## src/shared/oag_pkg.sv

```systemverilog
// operand address generator: shared constants, types and carriers
package oag_pkg;
    // special function register map
    localparam logic [7:0] STATUS_ADDR = 8'hd0;
    localparam logic [7:0] STATUS_RESET = 8'h00;
    localparam int BANK_HI = 4;
    localparam int BANK_LO = 3;
    // register area layout
    localparam logic [7:0] DIRECT_TOP = 8'h7f;
    localparam logic [7:0] BIT_RAM_BASE = 8'h20;
    localparam logic [2:0] BIT_SFR_LOW = 3'h0;
    localparam logic [7:0] RAM_DEPTH_LOG = 8'h08;
    // clocking
    localparam logic [1:0] CLK_PER_MC_LAST = 2'h3;
    localparam logic [3:0] TMR_CLK_LAST = 4'hb;
    // machine cycle counts per class
    localparam logic [2:0] CYC_MIN = 3'h1;
    localparam logic [2:0] CYC_MAX = 3'h5;
    localparam logic [2:0] CYC_REG = 3'h1;
    localparam logic [2:0] CYC_MULT = 3'h5;
    localparam logic [2:0] CYC_DIV = 3'h5;
    localparam logic [2:0] CYC_TABLE = 3'h3;
    localparam logic [2:0] CYC_XMOVE = 3'h2;
    localparam logic [2:0] CYC_BRANCH = 3'h3;
    // fetch decision
    localparam logic [15:0] ONCHIP_TOP_DEF = 16'h0fff;

    typedef enum logic [3:0] {
        OAG_REG = 4'b0000,
        OAG_DIRECT = 4'b0001,
        OAG_BIT = 4'b0010,
        OAG_INDIRECT = 4'b0011,
        OAG_STACK = 4'b0100,
        OAG_IMM = 4'b0101,
        OAG_XRI = 4'b0110,
        OAG_XPTR = 4'b0111,
        OAG_TAB_PC = 4'b1000,
        OAG_TAB_PTR = 4'b1001,
        OAG_REL = 4'b1010,
        OAG_PAGE = 4'b1011,
        OAG_LONG = 4'b1100
    } oag_mode_t;

    typedef enum logic [2:0] {
        OAG_GENERIC = 3'b000,
        OAG_MULT = 3'b001,
        OAG_DIV = 3'b010,
        OAG_TABLE = 3'b011,
        OAG_XMOVE = 3'b100,
        OAG_BRANCH = 3'b101
    } oag_class_t;

    typedef enum logic [2:0] {
        OAG_SP_NONE = 3'b000,
        OAG_SP_IRAM = 3'b001,
        OAG_SP_SFR = 3'b010,
        OAG_SP_XDATA = 3'b011,
        OAG_SP_CODE = 3'b100,
        OAG_SP_IMM = 3'b101
    } oag_space_t;

    typedef struct packed {
        oag_mode_t mode;
        oag_class_t cls;
        logic [2:0] len;
        logic [2:0] reg_sel;
        logic [7:0] op1;
        logic [7:0] op2;
        logic cond;
    } oag_req_t;

    typedef struct packed {
        oag_space_t space;
        logic [15:0] addr;
        logic [2:0] bitpos;
        logic bit_op;
        logic acc_dest;
    } oag_res_t;
endpackage

```

## src/logic/oag_mcycle.sv

```systemverilog
// machine cycle phase, address latch pulse and legacy timer tick
`timescale 1ns/1ps
module oag_mcycle (
    input wire logic clk_i,
    input wire logic reset_i,
    output logic ale_o,
    output logic timer_tick_o
);
    logic [1:0] phase;
    logic [3:0] tcnt;

    always_ff @(posedge clk_i or posedge reset_i) begin
        if (reset_i) begin
            phase <= 2'h0;
            ale_o <= 1'b0;
        end else begin
            phase <= phase + 2'h1;
            ale_o <= (phase == oag_pkg::CLK_PER_MC_LAST);
        end
    end

    always_ff @(posedge clk_i or posedge reset_i) begin
        if (reset_i) begin
            tcnt <= 4'h0;
            timer_tick_o <= 1'b0;
        end else begin
            tcnt <= (tcnt == oag_pkg::TMR_CLK_LAST) ? 4'h0 : tcnt + 4'h1;
            timer_tick_o <= (tcnt == oag_pkg::TMR_CLK_LAST);
        end
    end

    AST_ALE_PERIOD: assert property (@(posedge clk_i) disable iff (reset_i)
        ale_o |=> !ale_o [*3] ##1 ale_o) else $error("ale period is not four clocks");
    AST_TIMER_PERIOD: assert property (@(posedge clk_i) disable iff (reset_i)
        timer_tick_o |=> !timer_tick_o [*8] ##1 !timer_tick_o [*3] ##1 timer_tick_o)
        else $error("timer tick period is not twelve clocks");
endmodule // oag_mcycle

```

## src/logic/oag_scratch_ram.sv

```systemverilog
// scratchpad ram, 256 bytes, one write port and a registered read port
`timescale 1ns/1ps
module oag_scratch_ram (
    input wire logic clk_i,
    input wire logic we_i,
    input wire logic [7:0] waddr_i,
    input wire logic [7:0] wdata_i,
    input wire logic [7:0] raddr_i,
    output logic [7:0] rdata_o
);
    logic [7:0] mem [0:255];

    // no reset on the array; contents are software's business
    always_ff @(posedge clk_i) begin
        if (we_i) begin
            mem[waddr_i] <= wdata_i;
        end
    end

    // read data registered, one cycle latency
    always_ff @(posedge clk_i) begin
        rdata_o <= mem[raddr_i];
    end
endmodule // oag_scratch_ram

```

## src/logic/oag_top.sv

```systemverilog
// operand and branch target address generator with cycle timing
`timescale 1ns/1ps
module oag_top #(
    parameter logic [15:0] ONCHIP_TOP = oag_pkg::ONCHIP_TOP_DEF
) (
    input wire logic clk_i,
    input wire logic reset_i,
    input wire logic start_i,
    input wire oag_pkg::oag_req_t req_i,
    input wire logic [15:0] pc_i,
    input wire logic [7:0] acc_i,
    input wire logic [7:0] sp_i,
    input wire logic [7:0] p2_i,
    input wire logic [15:0] data_pointer_a_i,
    input wire logic [15:0] data_pointer_b_i,
    input wire logic data_pointer_sel_i,
    input wire logic sfr_wr_i,
    input wire logic [7:0] sfr_addr_i,
    input wire logic [7:0] sfr_wdata_i,
    input wire logic ram_we_i,
    input wire logic [7:0] ram_addr_i,
    input wire logic [7:0] ram_wdata_i,
    output oag_pkg::oag_res_t res_o,
    output logic [15:0] next_pc_o,
    output logic code_onchip_o,
    output logic busy_o,
    output logic done_o,
    output logic [7:0] program_status_word_o,
    output logic ale_o,
    output logic timer_tick_o
);
    typedef enum logic [1:0] {
        ST_IDLE = 2'b00,
        ST_READ = 2'b01,
        ST_CALC = 2'b10,
        ST_RUN = 2'b11
    } oag_state_t;

    oag_state_t state;
    oag_pkg::oag_req_t req_q;
    logic [15:0] pc_q;
    logic [7:0] ram_raddr;
    logic [7:0] ram_rdata;
    logic [2:0] cyc_left;
    logic [2:0] next_cyc;
    logic [1:0] bank;
    logic [15:0] next_seq;
    logic [15:0] next_pc;
    logic [15:0] data_pointer_cur;
    oag_pkg::oag_res_t next_res;

    ////////////////////////////////////////////////////////////////////////////
    // submodules

    oag_mcycle u_mcycle (
        .clk_i(clk_i),
        .reset_i(reset_i),
        .ale_o(ale_o),
        .timer_tick_o(timer_tick_o)
    );

    oag_scratch_ram u_ram (
        .clk_i(clk_i),
        .we_i(ram_we_i),
        .waddr_i(ram_addr_i),
        .wdata_i(ram_wdata_i),
        .raddr_i(ram_raddr),
        .rdata_o(ram_rdata)
    );

    ////////////////////////////////////////////////////////////////////////////
    // status word register

    always_ff @(posedge clk_i or posedge reset_i) begin
        if (reset_i) begin
            program_status_word_o <= oag_pkg::STATUS_RESET;
        end else if (sfr_wr_i && sfr_addr_i == oag_pkg::STATUS_ADDR) begin
            program_status_word_o <= sfr_wdata_i;
        end
    end

    assign bank = program_status_word_o[oag_pkg::BANK_HI:oag_pkg::BANK_LO];

    ////////////////////////////////////////////////////////////////////////////
    // request capture and sequencing

    // request is held steady for the whole instruction
    always_ff @(posedge clk_i or posedge reset_i) begin
        if (reset_i) begin
            req_q <= '0;
            pc_q <= 16'h0000;
        end else if (state == ST_IDLE && start_i) begin
            req_q <= req_i;
            pc_q <= pc_i;
        end
    end

    assign ram_raddr = {3'h0, bank, req_q.reg_sel};
    assign data_pointer_cur = data_pointer_sel_i ? data_pointer_b_i : data_pointer_a_i;
    assign next_seq = pc_q + {13'h0000, req_q.len};

    always_comb begin
        case (req_q.cls)
            oag_pkg::OAG_GENERIC: next_cyc = (req_q.mode == oag_pkg::OAG_REG) ? oag_pkg::CYC_REG : req_q.len;
            oag_pkg::OAG_MULT: next_cyc = oag_pkg::CYC_MULT;
            oag_pkg::OAG_DIV: next_cyc = oag_pkg::CYC_DIV;
            oag_pkg::OAG_TABLE: next_cyc = oag_pkg::CYC_TABLE;
            oag_pkg::OAG_XMOVE: next_cyc = oag_pkg::CYC_XMOVE;
            oag_pkg::OAG_BRANCH: next_cyc = oag_pkg::CYC_BRANCH;
            default: next_cyc = req_q.len;
        endcase
        if (next_cyc < oag_pkg::CYC_MIN) begin
            next_cyc = oag_pkg::CYC_MIN;
        end else if (next_cyc > oag_pkg::CYC_MAX) begin
            next_cyc = oag_pkg::CYC_MAX;
        end
    end

    ////////////////////////////////////////////////////////////////////////////
    // operand address formation

    always_comb begin
        next_res = '0;
        next_pc = next_seq;
        case (req_q.mode)
            oag_pkg::OAG_REG: begin
                next_res.space = oag_pkg::OAG_SP_IRAM;
                next_res.addr = {8'h00, ram_raddr};
            end
            oag_pkg::OAG_DIRECT: begin
                next_res.space = (req_q.op1 > oag_pkg::DIRECT_TOP) ? oag_pkg::OAG_SP_SFR : oag_pkg::OAG_SP_IRAM;
                next_res.addr = {8'h00, req_q.op1};
            end
            oag_pkg::OAG_BIT: begin
                next_res.bit_op = 1'b1;
                next_res.bitpos = req_q.op1[2:0];
                if (req_q.op1[7]) begin
                    next_res.space = oag_pkg::OAG_SP_SFR;
                    next_res.addr = {8'h00, req_q.op1[7:3], oag_pkg::BIT_SFR_LOW};
                end else begin
                    next_res.space = oag_pkg::OAG_SP_IRAM;
                    next_res.addr = {8'h00, oag_pkg::BIT_RAM_BASE + {4'h0, req_q.op1[6:3]}};
                end
            end
            oag_pkg::OAG_INDIRECT: begin
                next_res.space = oag_pkg::OAG_SP_IRAM;
                next_res.addr = {8'h00, ram_rdata};
            end
            oag_pkg::OAG_STACK: begin
                next_res.space = oag_pkg::OAG_SP_IRAM;
                next_res.addr = {8'h00, sp_i};
            end
            oag_pkg::OAG_IMM: begin
                next_res.space = oag_pkg::OAG_SP_IMM;
                next_res.addr = {8'h00, req_q.op1};
            end
            oag_pkg::OAG_XRI: begin
                next_res.space = oag_pkg::OAG_SP_XDATA;
                next_res.addr = {p2_i, ram_rdata};
            end
            oag_pkg::OAG_XPTR: begin
                next_res.space = oag_pkg::OAG_SP_XDATA;
                next_res.addr = data_pointer_cur;
            end
            oag_pkg::OAG_TAB_PC: begin
                next_res.space = oag_pkg::OAG_SP_CODE;
                next_res.addr = next_seq + {8'h00, acc_i};
                next_res.acc_dest = 1'b1;
            end
            oag_pkg::OAG_TAB_PTR: begin
                next_res.space = oag_pkg::OAG_SP_CODE;
                next_res.addr = data_pointer_cur + {8'h00, acc_i};
                next_res.acc_dest = 1'b1;
            end
            oag_pkg::OAG_REL: begin
                if (req_q.cond) begin
                    next_pc = next_seq + {{8{req_q.op1[7]}}, req_q.op1};
                end
            end
            oag_pkg::OAG_PAGE: next_pc = {next_seq[15:11], req_q.op2[2:0], req_q.op1};
            oag_pkg::OAG_LONG: next_pc = {req_q.op2, req_q.op1};
            default: next_res = '0;
        endcase
    end

    ////////////////////////////////////////////////////////////////////////////
    // state machine

    // read slot always spent so every mode sees equal latency
    always_ff @(posedge clk_i or posedge reset_i) begin
        if (reset_i) begin
            state <= ST_IDLE;
        end else begin
            case (state)
                ST_IDLE: state <= start_i ? ST_READ : ST_IDLE;
                ST_READ: state <= ST_CALC;
                ST_CALC: state <= ST_RUN;
                ST_RUN: state <= (ale_o && cyc_left == 3'h1) ? ST_IDLE : ST_RUN;
                default: state <= ST_IDLE;
            endcase
        end
    end

    // result and cycle budget registered once per instruction
    always_ff @(posedge clk_i or posedge reset_i) begin
        if (reset_i) begin
            res_o <= '0;
            next_pc_o <= 16'h0000;
            code_onchip_o <= 1'b0;
            cyc_left <= 3'h0;
        end else if (state == ST_CALC) begin
            res_o <= next_res;
            next_pc_o <= next_pc;
            code_onchip_o <= (next_pc <= ONCHIP_TOP);
            cyc_left <= next_cyc;
        end else if (state == ST_RUN && ale_o) begin
            cyc_left <= cyc_left - 3'h1;
        end
    end

    // handshake flags
    always_ff @(posedge clk_i or posedge reset_i) begin
        if (reset_i) begin
            busy_o <= 1'b0;
            done_o <= 1'b0;
        end else begin
            busy_o <= (state == ST_IDLE) ? start_i : !(state == ST_RUN && ale_o && cyc_left == 3'h1);
            done_o <= (state == ST_RUN && ale_o && cyc_left == 3'h1);
        end
    end

    ////////////////////////////////////////////////////////////////////////////
    // checks

    AST_REG_BANK: assert property (@(posedge clk_i) disable iff (reset_i)
        state == ST_CALC && req_q.mode == oag_pkg::OAG_REG
        |=> res_o.addr == {8'h00, 3'h0, $past(bank), $past(req_q.reg_sel)})
        else $error("register operand not in selected bank");
    AST_DIRECT_SFR: assert property (@(posedge clk_i) disable iff (reset_i)
        state == ST_CALC && req_q.mode == oag_pkg::OAG_DIRECT
        |=> (res_o.space == oag_pkg::OAG_SP_SFR) == ($past(req_q.op1) > 8'h7f))
        else $error("direct split wrong");
    AST_BIT_RAM: assert property (@(posedge clk_i) disable iff (reset_i)
        state == ST_CALC && req_q.mode == oag_pkg::OAG_BIT
        |=> res_o.addr[7:0] inside {[8'h20:8'h2f]} || res_o.addr[2:0] == 3'h0)
        else $error("bit byte outside bit area");
    AST_XRI_PAGE: assert property (@(posedge clk_i) disable iff (reset_i)
        state == ST_CALC && req_q.mode == oag_pkg::OAG_XRI
        |=> res_o.addr[15:8] == $past(p2_i) && res_o.addr[7:0] == $past(ram_rdata))
        else $error("paged external address wrong");
    AST_REL_TARGET: assert property (@(posedge clk_i) disable iff (reset_i)
        state == ST_CALC && req_q.mode == oag_pkg::OAG_REL
        |=> next_pc_o == ($past(req_q.cond) ? $past(next_seq) + {{8{$past(req_q.op1[7])}}, $past(req_q.op1)}
                                           : $past(next_seq)))
        else $error("relative target wrong");
    AST_PAGE_TARGET: assert property (@(posedge clk_i) disable iff (reset_i)
        state == ST_CALC && req_q.mode == oag_pkg::OAG_PAGE
        |=> next_pc_o[15:11] == $past(next_seq[15:11]) && next_pc_o[7:0] == $past(req_q.op1))
        else $error("page target wrong");
    AST_REG_ONE_CYCLE: assert property (@(posedge clk_i) disable iff (reset_i)
        state == ST_CALC && req_q.mode == oag_pkg::OAG_REG && req_q.cls == oag_pkg::OAG_GENERIC
        |=> cyc_left == 3'h1) else $error("register mode not single cycle");
    AST_CYC_RANGE: assert property (@(posedge clk_i) disable iff (reset_i)
        state == ST_RUN |-> cyc_left >= 3'h1 && cyc_left <= 3'h5)
        else $error("cycle count out of range");
    AST_DONE_BOUND: assert property (@(posedge clk_i) disable iff (reset_i)
        state == ST_CALC |-> ##[2:21] done_o) else $error("instruction did not finish");

    COV_BRANCH_TAKEN: cover property (@(posedge clk_i) state == ST_CALC && req_q.mode == oag_pkg::OAG_REL && req_q.cond);
    COV_XMOVE_PTR: cover property (@(posedge clk_i) state == ST_CALC && req_q.mode == oag_pkg::OAG_XPTR);
    COV_FIVE_CYCLES: cover property (@(posedge clk_i) state == ST_CALC && next_cyc == 3'h5);
    COV_BIT_SFR: cover property (@(posedge clk_i) state == ST_CALC && req_q.mode == oag_pkg::OAG_BIT && req_q.op1[7]);
endmodule // oag_top

```

## config.mk

```make
export PLATFORM = sky130hd
export DESIGN_NAME = oag_top
export DESIGN_NICKNAME = d
export VERILOG_FILES = /design/src/shared/oag_pkg.sv /design/src/logic/oag_mcycle.sv /design/src/logic/oag_scratch_ram.sv /design/src/logic/oag_top.sv
export SDC_FILE = /design/constraint.sdc
export NUM_CORES = 1
export LEC_CHECK = 0
export BUFFER_PORTS_ARGS = -buffer_cell sky130_fd_sc_hd__buf_2
export CORE_ASPECT_RATIO = 2
export CORE_MARGIN = 3
export CORE_UTILIZATION = 60
export DETAILED_ROUTE_END_ITERATION = 6
export PLACE_DENSITY = 0.82
export SLEW_MARGIN = 0
export SYNTH_ARGS = -nofsm -noshare
export SYNTH_HDL_FRONTEND = slang
export SYNTH_SLANG_ARGS = --single-unit
```

## constraint.sdc

```tcl
create_clock -name clk_i -period 6.1 [get_ports clk_i]
set_input_delay 0.305 -clock clk_i [delete_from_list [all_inputs] [get_ports clk_i]]
set_output_delay 0.305 -clock clk_i [all_outputs]
set_load 0.02 [all_outputs]
```

-- Word-level counts from Yosys, hierarchy flattened
Memory sizes are Yosys's and may differ from the RTL's. A register that Yosys moved wholly into a read port is not among the register bits.
Cells that the tools add are included.
- $add $sub $neg: 8
- $lt $le $gt $ge: 4
- equality and inequality tests: 24
- multiplexer cells: 21
- reduce and logical (&&, ||, !) cells: 13
- operators by type and width (kind ; number):
    19-bit case mux with 10 select lines ; 1
    16-bit case mux with 3 select lines ; 1
    16-bit by 8-bit adder with 16-bit output ; 2
    16-bit two-way mux ; 2
    4-bit == test, second input constant ; 6
    18-bit two-way mux ; 1
    16-bit adder ; 1
    16-bit by 3-bit adder with 16-bit output ; 1
    4-bit by 3-bit == test with 1-bit output, second input constant ; 4
    16-bit by 12-bit <= comparator with 1-bit output, second input constant ; 1
    3-bit two-way mux ; 5
    3-bit case mux with 4 select lines ; 1
    4-bit by 2-bit == test with 1-bit output, second input constant ; 2
    8-bit == test, second input constant ; 1
    8-bit by 7-bit greater-than comparator with 1-bit output, second input constant ; 1
    4-bit two-way mux ; 2
    2-bit case mux with 4 select lines ; 1
    6-bit by 4-bit adder with 7-bit output, first input constant ; 1
    2-bit == test, second input constant ; 3
    3-bit by 1-bit == test with 1-bit output, second input constant ; 2
    3-bit by 2-bit == test with 1-bit output, second input constant ; 2
    3-bit == test, second input constant ; 2
    2-bit OR reduction ; 3
    1-bit logical AND ; 5
    14 further kinds ; 19
- register bits after elaboration: 110
- bits in writable memories: 2048
- bits of input ports: 140
- output and inout port bits: 53
- logic and storage cells: 95
- memories: 1
- memory list (name ; depth ; bits a word ; read ports ; clocked after Yosys merged registers in ; write ports ; RTL line ; source):
    u_ram.mem ; 256 ; 8 ; 1 ; 1 ; 1 ; oag_scratch_ram.sv:11 ; logic [7:0] mem [0:255];

-- Logic depth before layout (Yosys ltp)
- depth in word-level cells: 7
- depth in mapped cells: 18
- gate-level depth less buffers: 17

-- Cells and area by module
A second synthesis with hierarchy kept.
- cell total of the unflattened synthesis: 4501
- area, all modules: 86775.7 µm²
- modules (own cells, without submodules) (module ; times used ; cells each ; area an instance (µm²) ; seq. area each (µm²)):
    oag_scratch_ram ; 1 ; 3733 ; 79556.3 ; 61659.1
    oag_top ; 1 ; 747 ; 6919.1 ; 2552.4
    oag_mcycle ; 1 ; 21 ; 300.3 ; 200.2

-- Worst setup path after synthesis
Ideal clock, no wire load.
- kind: register to register
- start: reg req_q[29] (netlist name)
- end: reg res_o[19] (netlist name)
- library setup time: 0.139 ns
- arrival: 3.430 ns
- required time: 5.961 ns
- slack: 2.531 ns
- stages on the path, launching flop included: 19
- path buffers: 4
- period minus slack after synthesis: 3.569 ns
- cell sequence: dfrtp_1 > clkbuf_1 > nand4bb_1 > clkbuf_1 > clkbuf_1 > buf_1 > nand2_1 > o21ai_0 > ha_1 > inv_1 > fa_1 > nor2b_1 > o21a_1 > o21ai_0 > a21oi_1 > nand3b_1 > nor4_2 > xnor2_1 > o221ai_1
- cells in the longest elaborated chain, start to end: 2
- elaborated cells between the ends (all ways): 11
- those cells by class: 9 x eq/ne; 1 x mux; 1 x reduce/logical
- ends and longest elaborated chain (what ; RTL line ; source):
    from (decl) ; oag_top.sv:40 ; oag_pkg::oag_req_t req_q;
    from (signal assigned) ; oag_top.sv:93 ; req_q <= req_i;
    4-bit == test, or another cell as far along ; oag_top.sv:125 ; case (req_q.mode)
    19-bit case mux with 10 select lines * ; oag_top.sv:125 ;
    to (signal assigned) ; oag_top.sv:212 ; res_o <= next_res;
    to (decl) ; oag_top.sv:23 ; output oag_pkg::oag_res_t res_o,
Every way passes the cells marked *; elsewhere a longest branch is shown, timed or not.
A chain may end at the register's enable or synchronous reset.

-- Worst setup path in the final report
- start: reg req_q[20] (netlist name)
- end: reg code_onchip_o
- cells in the longest elaborated chain, start to end: 5
- ends and longest elaborated chain (what ; RTL line ; source):
    16-bit by 3-bit adder with 16-bit output * ; oag_top.sv:100 ; assign next_seq = pc_q + {13'h0000, req_q.len};
    16-bit adder ; oag_top.sv:177 ; next_pc = next_seq + {{8{req_q.op1[7]}}, req_q.op1};
    16-bit two-way mux ; oag_top.sv:176 ; if (req_q.cond) begin
    16-bit case mux with 3 select lines * ; oag_top.sv:125 ;
    16-bit by 12-bit <= comparator with 1-bit output * ; oag_top.sv:214 ; code_onchip_o <= (next_pc <= ONCHIP_TOP);
    to (signal assigned) ; oag_top.sv:214 ;
    to (decl) ; oag_top.sv:25 ; output logic code_onchip_o,
Marks and branches as above.

==> key figures <==
Run status
  – Run status: finished clean

Clocking
  – Inserted Clock Buffers: 30
  – Clock Pin Slew Worst Setup and Hold Paths: 70 ps
  – Post_cts resized: 0
  – # hold bufs at CTS: 54
  – # Post-CTS Setup Buffers: 0
  – Clock latency on the worst-skew pair: 590 ps
  – Clock buffer depth: 3
  – H-tree Lvls: 1
  – Clock root cell: clkbuf_16
  – CTS sink cnt: 374
  – CTS tree: built

STA
  – Final hold vios: 0
  – Fin Hold WS: 23.7 ps
  – Worst rel slew slack: 17.6%
  – Setup TNS: 0 ps
  – Worst Tran Pin Value: 1230 ps
  – RSZ-0062 raised after global routing: no
  – Final Cycle Share: 72.7%
  – Fmax: 226 MHz
  – Period minus WS final: 4430 ps
  – Final Skew: 21.6 ps
  – Slew Limit Fails: 0
  – # setup viols final: 0

Global route
  – Largest net degree at the start of global routing: 67
  – Vias in the first global route: 11900
  – First-pass GRT wire length: 71700 µm
  – Global Route Usage Sum: 31.5%
  – Grt ovf: 0
  – Initial antenna violation count: 2

Worst setup path
  – Worst EP required: 6560 ps
  – CP endpoint: code_onchip_o
  – Crit Path Class: register to register
  – Cells on worst reg2reg path: 15
  – CP arrival: 4900 ps
  – Slowest-stage cell, CP: xnor2_1
  – Stages on the worst setup path: 15
  – Startpoint types: register
  – Worst path top cell family by delay: compound AO/OA/AOI/OAI gates
  – Critical path's largest stage delay: 670 ps
  – Worst r2r dst: code_onchip_o
  – R2R setup slack: 1670 ps
  – Worst path bufs/invs: 1
  – R2r startpoint: req_q[20]
  – CP endpoint kind: register
  – Max FO, Critical Path: 5
  – Worst setup path start: req_q[20]
  – Crit-path cells: ha_1 > inv_1 > fa_1 > nor2b_1 > o2111ai_1 > xnor2_1 > ha_1 > nand4_1 > a211oi_1 > a211oi_1 > xor2_1 > nor2_1 > a221oi_1 > o2111ai_1 > o31ai_1

Synth
  – Adder-cell area share of the yosys netlist: 2.70%
  – Synth Area in Compound Gates: 7.54%
  – Most frequent cell after synthesis: edfxtp_1
  – Post-synth EDFFs: 256
  – Syn Inst Count: 1152
  – Simple-Gate Fraction of Synth Area: 7.49%
  – Post-synth top cells: edfxtp_1 (256), dfrtp_1 (110), mux4_2 (81)
  – Netlist Area Pre-Place: 0.0170 mm²
  – Yosys top cell area share: 45.1%
  – Sequential fraction of the synthesis area: 62.2%
  – Main synth FF type: edfxtp_1
  – Mux share of post-synthesis cell area: 16.0%
  – Syn. warnings: 0
  – Largest family of logic cells by synthesized area: multiplexers
  – Synth cell types: 69
  – Asr flop ratio synth: 29.4%
  – Mean Syn Cell Area: 14.8 µm²
  – Synth area leaders: edfxtp_1 (45%), dfrtp_1 (16%), mux4_2 (11%), mux2_2 (4.5%), ha_1 (2.3%)
  – Synth Net Count: 1327
  – Synth Area in XOR/XNOR: 2.16%
  – Synth area leader: edfxtp_1
  – Number of synthesized register bits: 374

Power and ir drop
  – Max VDD drop: 306 µV
  – Pwr Density: 451 mW/mm²
  – Clock group share of total power: 22.7%
  – Net Switching: 3.37 mW
  – Int Pwr: 5.62 mW
  – Switch share: 37.5%
  – Combinational group share of total power: 38.3%
  – Reg power frac: 39.0%
  – Leak: 7.52 nW

Drt
  – ANT nets after route: 0
  – Via Count: 11300
  – TritonRoute pass-1 iters: 5
  – WL per Instance: 27.2 µm
  – Initial drt markers: 1071
  – Number of vias per cell: 6.44
  – Post-route DRC: 0
  – Final WL: 47900 µm

Run
  – Max_cap viols: 0

Floorplanning
  – Row count: 86
  – Core ar.: 0.0278 mm²
  – Die Width: 125 µm
  – Die Ht: 244 µm
  – Initial Util: 61.4%
  – I/O pin cnt: 193
  – Die footprint: 0.0306 mm²

Cells and area
  – Layout cells sized above 1: 30.0%
  – Nets: 1559
  – Final Cell Area: 0.0199 mm²
  – Synthesis-to-finish area growth: 16.8%

Place
  – Post-DP Area: 0.0183 mm²
  – PortBufs: 192
  – Post-DP HPWL: 33800 µm
  – GPL Wtd Cong: 1.01

Worst hold path
  – Hold Path Class: primary input to register
## power groups by stage
| stage | Sequential (mW) | Combinational (mW) | Clock, mW |
|---|---|---|---|
| 6_report | 3.50 | 3.44 | 2.04 |
| 2_1_floorplan | 3.38 | 2.38 | 0 |
| 4_1_cts | 3.48 | 3.39 | 2.06 |
| 3_3_place_gp | 3.52 | 3.29 | 0 |
| 5_1_grt | 3.55 | 3.68 | 2.16 |
| 3_5_place_dp | 3.53 | 3.34 | 0 |
## state kept, by name (all words and copies together), names as in the netlist
signal                 cells
u_ram.mem                256
req_q                     27
res_o                     24
next_pc_o                 16
pc_q                      16
program_status_word_o      8
u_ram.rdata_o              8
u_mcycle.tcnt              4
cyc_left                   3
ram_raddr                  3
state                      2
u_mcycle.phase             2
busy_o                     1
code_onchip_o              1
done_o                     1
u_mcycle.ale_o             1
u_mcycle.timer_tick_o      1
## worst register-to-register path: cells and delay by family, from the launching register on
kind                     cells  cell delay, ps
buffers and inverters        1              70
flip-flops                   1             370
AND/OR/NAND/NOR              3             570
adder cells (fa/ha/maj)      3            1060
AO/OA/AOI/OAI                6            1410
XOR/XNOR                     2             850
## worst min-delay path by stage
stage / from / to / cells past startpoint
global route: req_i[28] / req_q[28] / 2
finish: p2_i[0] / res_o[13] / 3
global placement: u_mcycle.phase[0] / u_mcycle.phase[0] / 1
floorplan: u_mcycle.phase[0] / u_mcycle.phase[0] / 1
CTS: req_i[28] / req_q[28] / 2
detailed placement: u_mcycle.phase[0] / u_mcycle.phase[0] / 1
## cells by family after synthesis
kind of cell    count (synthesis)
buf+inv                        84
fa+ha+maj                      35
simple gates                  261
flops                         374
mux                           162
xor+xnor                       42
compound gates                194
## through the flow
step | utilization [%] | setup slack [ps] | cells | total power, mW
after global placement | 66.0 | 2030 | 1650 | 6.81
after global routing | 71.7 | 1450 | 1762 | 9.39
after floorplan | - | 2530 | 1152 | 5.76
final | 71.7 | 1670 | 1762 | 8.99
after CTS | 71.7 | 1880 | 1760 | 8.94
after detailed placement | 66.0 | 1930 | 1650 | 6.87
## layer usage
metal / up-vias / GRT usage (%) / share of wire [%]
li1: 4930 / - / -
met1: 5605 / 30.9 / 30
met2: 614 / 56.5 / 54
met3: 192 / 4.07 / 5.1
met4: 0 / 28.7 / 11
met5: - / 0 / 0
## area by class of cell
| class | count | area [µm²] |
|---|---|---|
| clock buffer | 36 | 793 |
| inverter | 25 | 96.3 |
| sequential | 374 | 10600 |
| antenna | 2 | 5.00 |
| tap | 352 | 440 |
| multi-input combinational | 694 | 6120 |
| timing repair buffer | 259 | 1600 |
| clock inverter | 20 | 249 |
| fill | 1743 | 7850 |
## layout by cell type, fill, tap and decap left out, drive strengths merged, types with 28 or more instances in the layout
master       count
ha              32
nor2            81
mux4            81
clkbuf          36
dfrtp          110
nand2           79
a21oi           40
mux2            68
dlygate4sd3     54
inv             28
edfxtp         256
buf            205
o21ai           51
No activity file was read; power rests on OpenSTA's default activity.
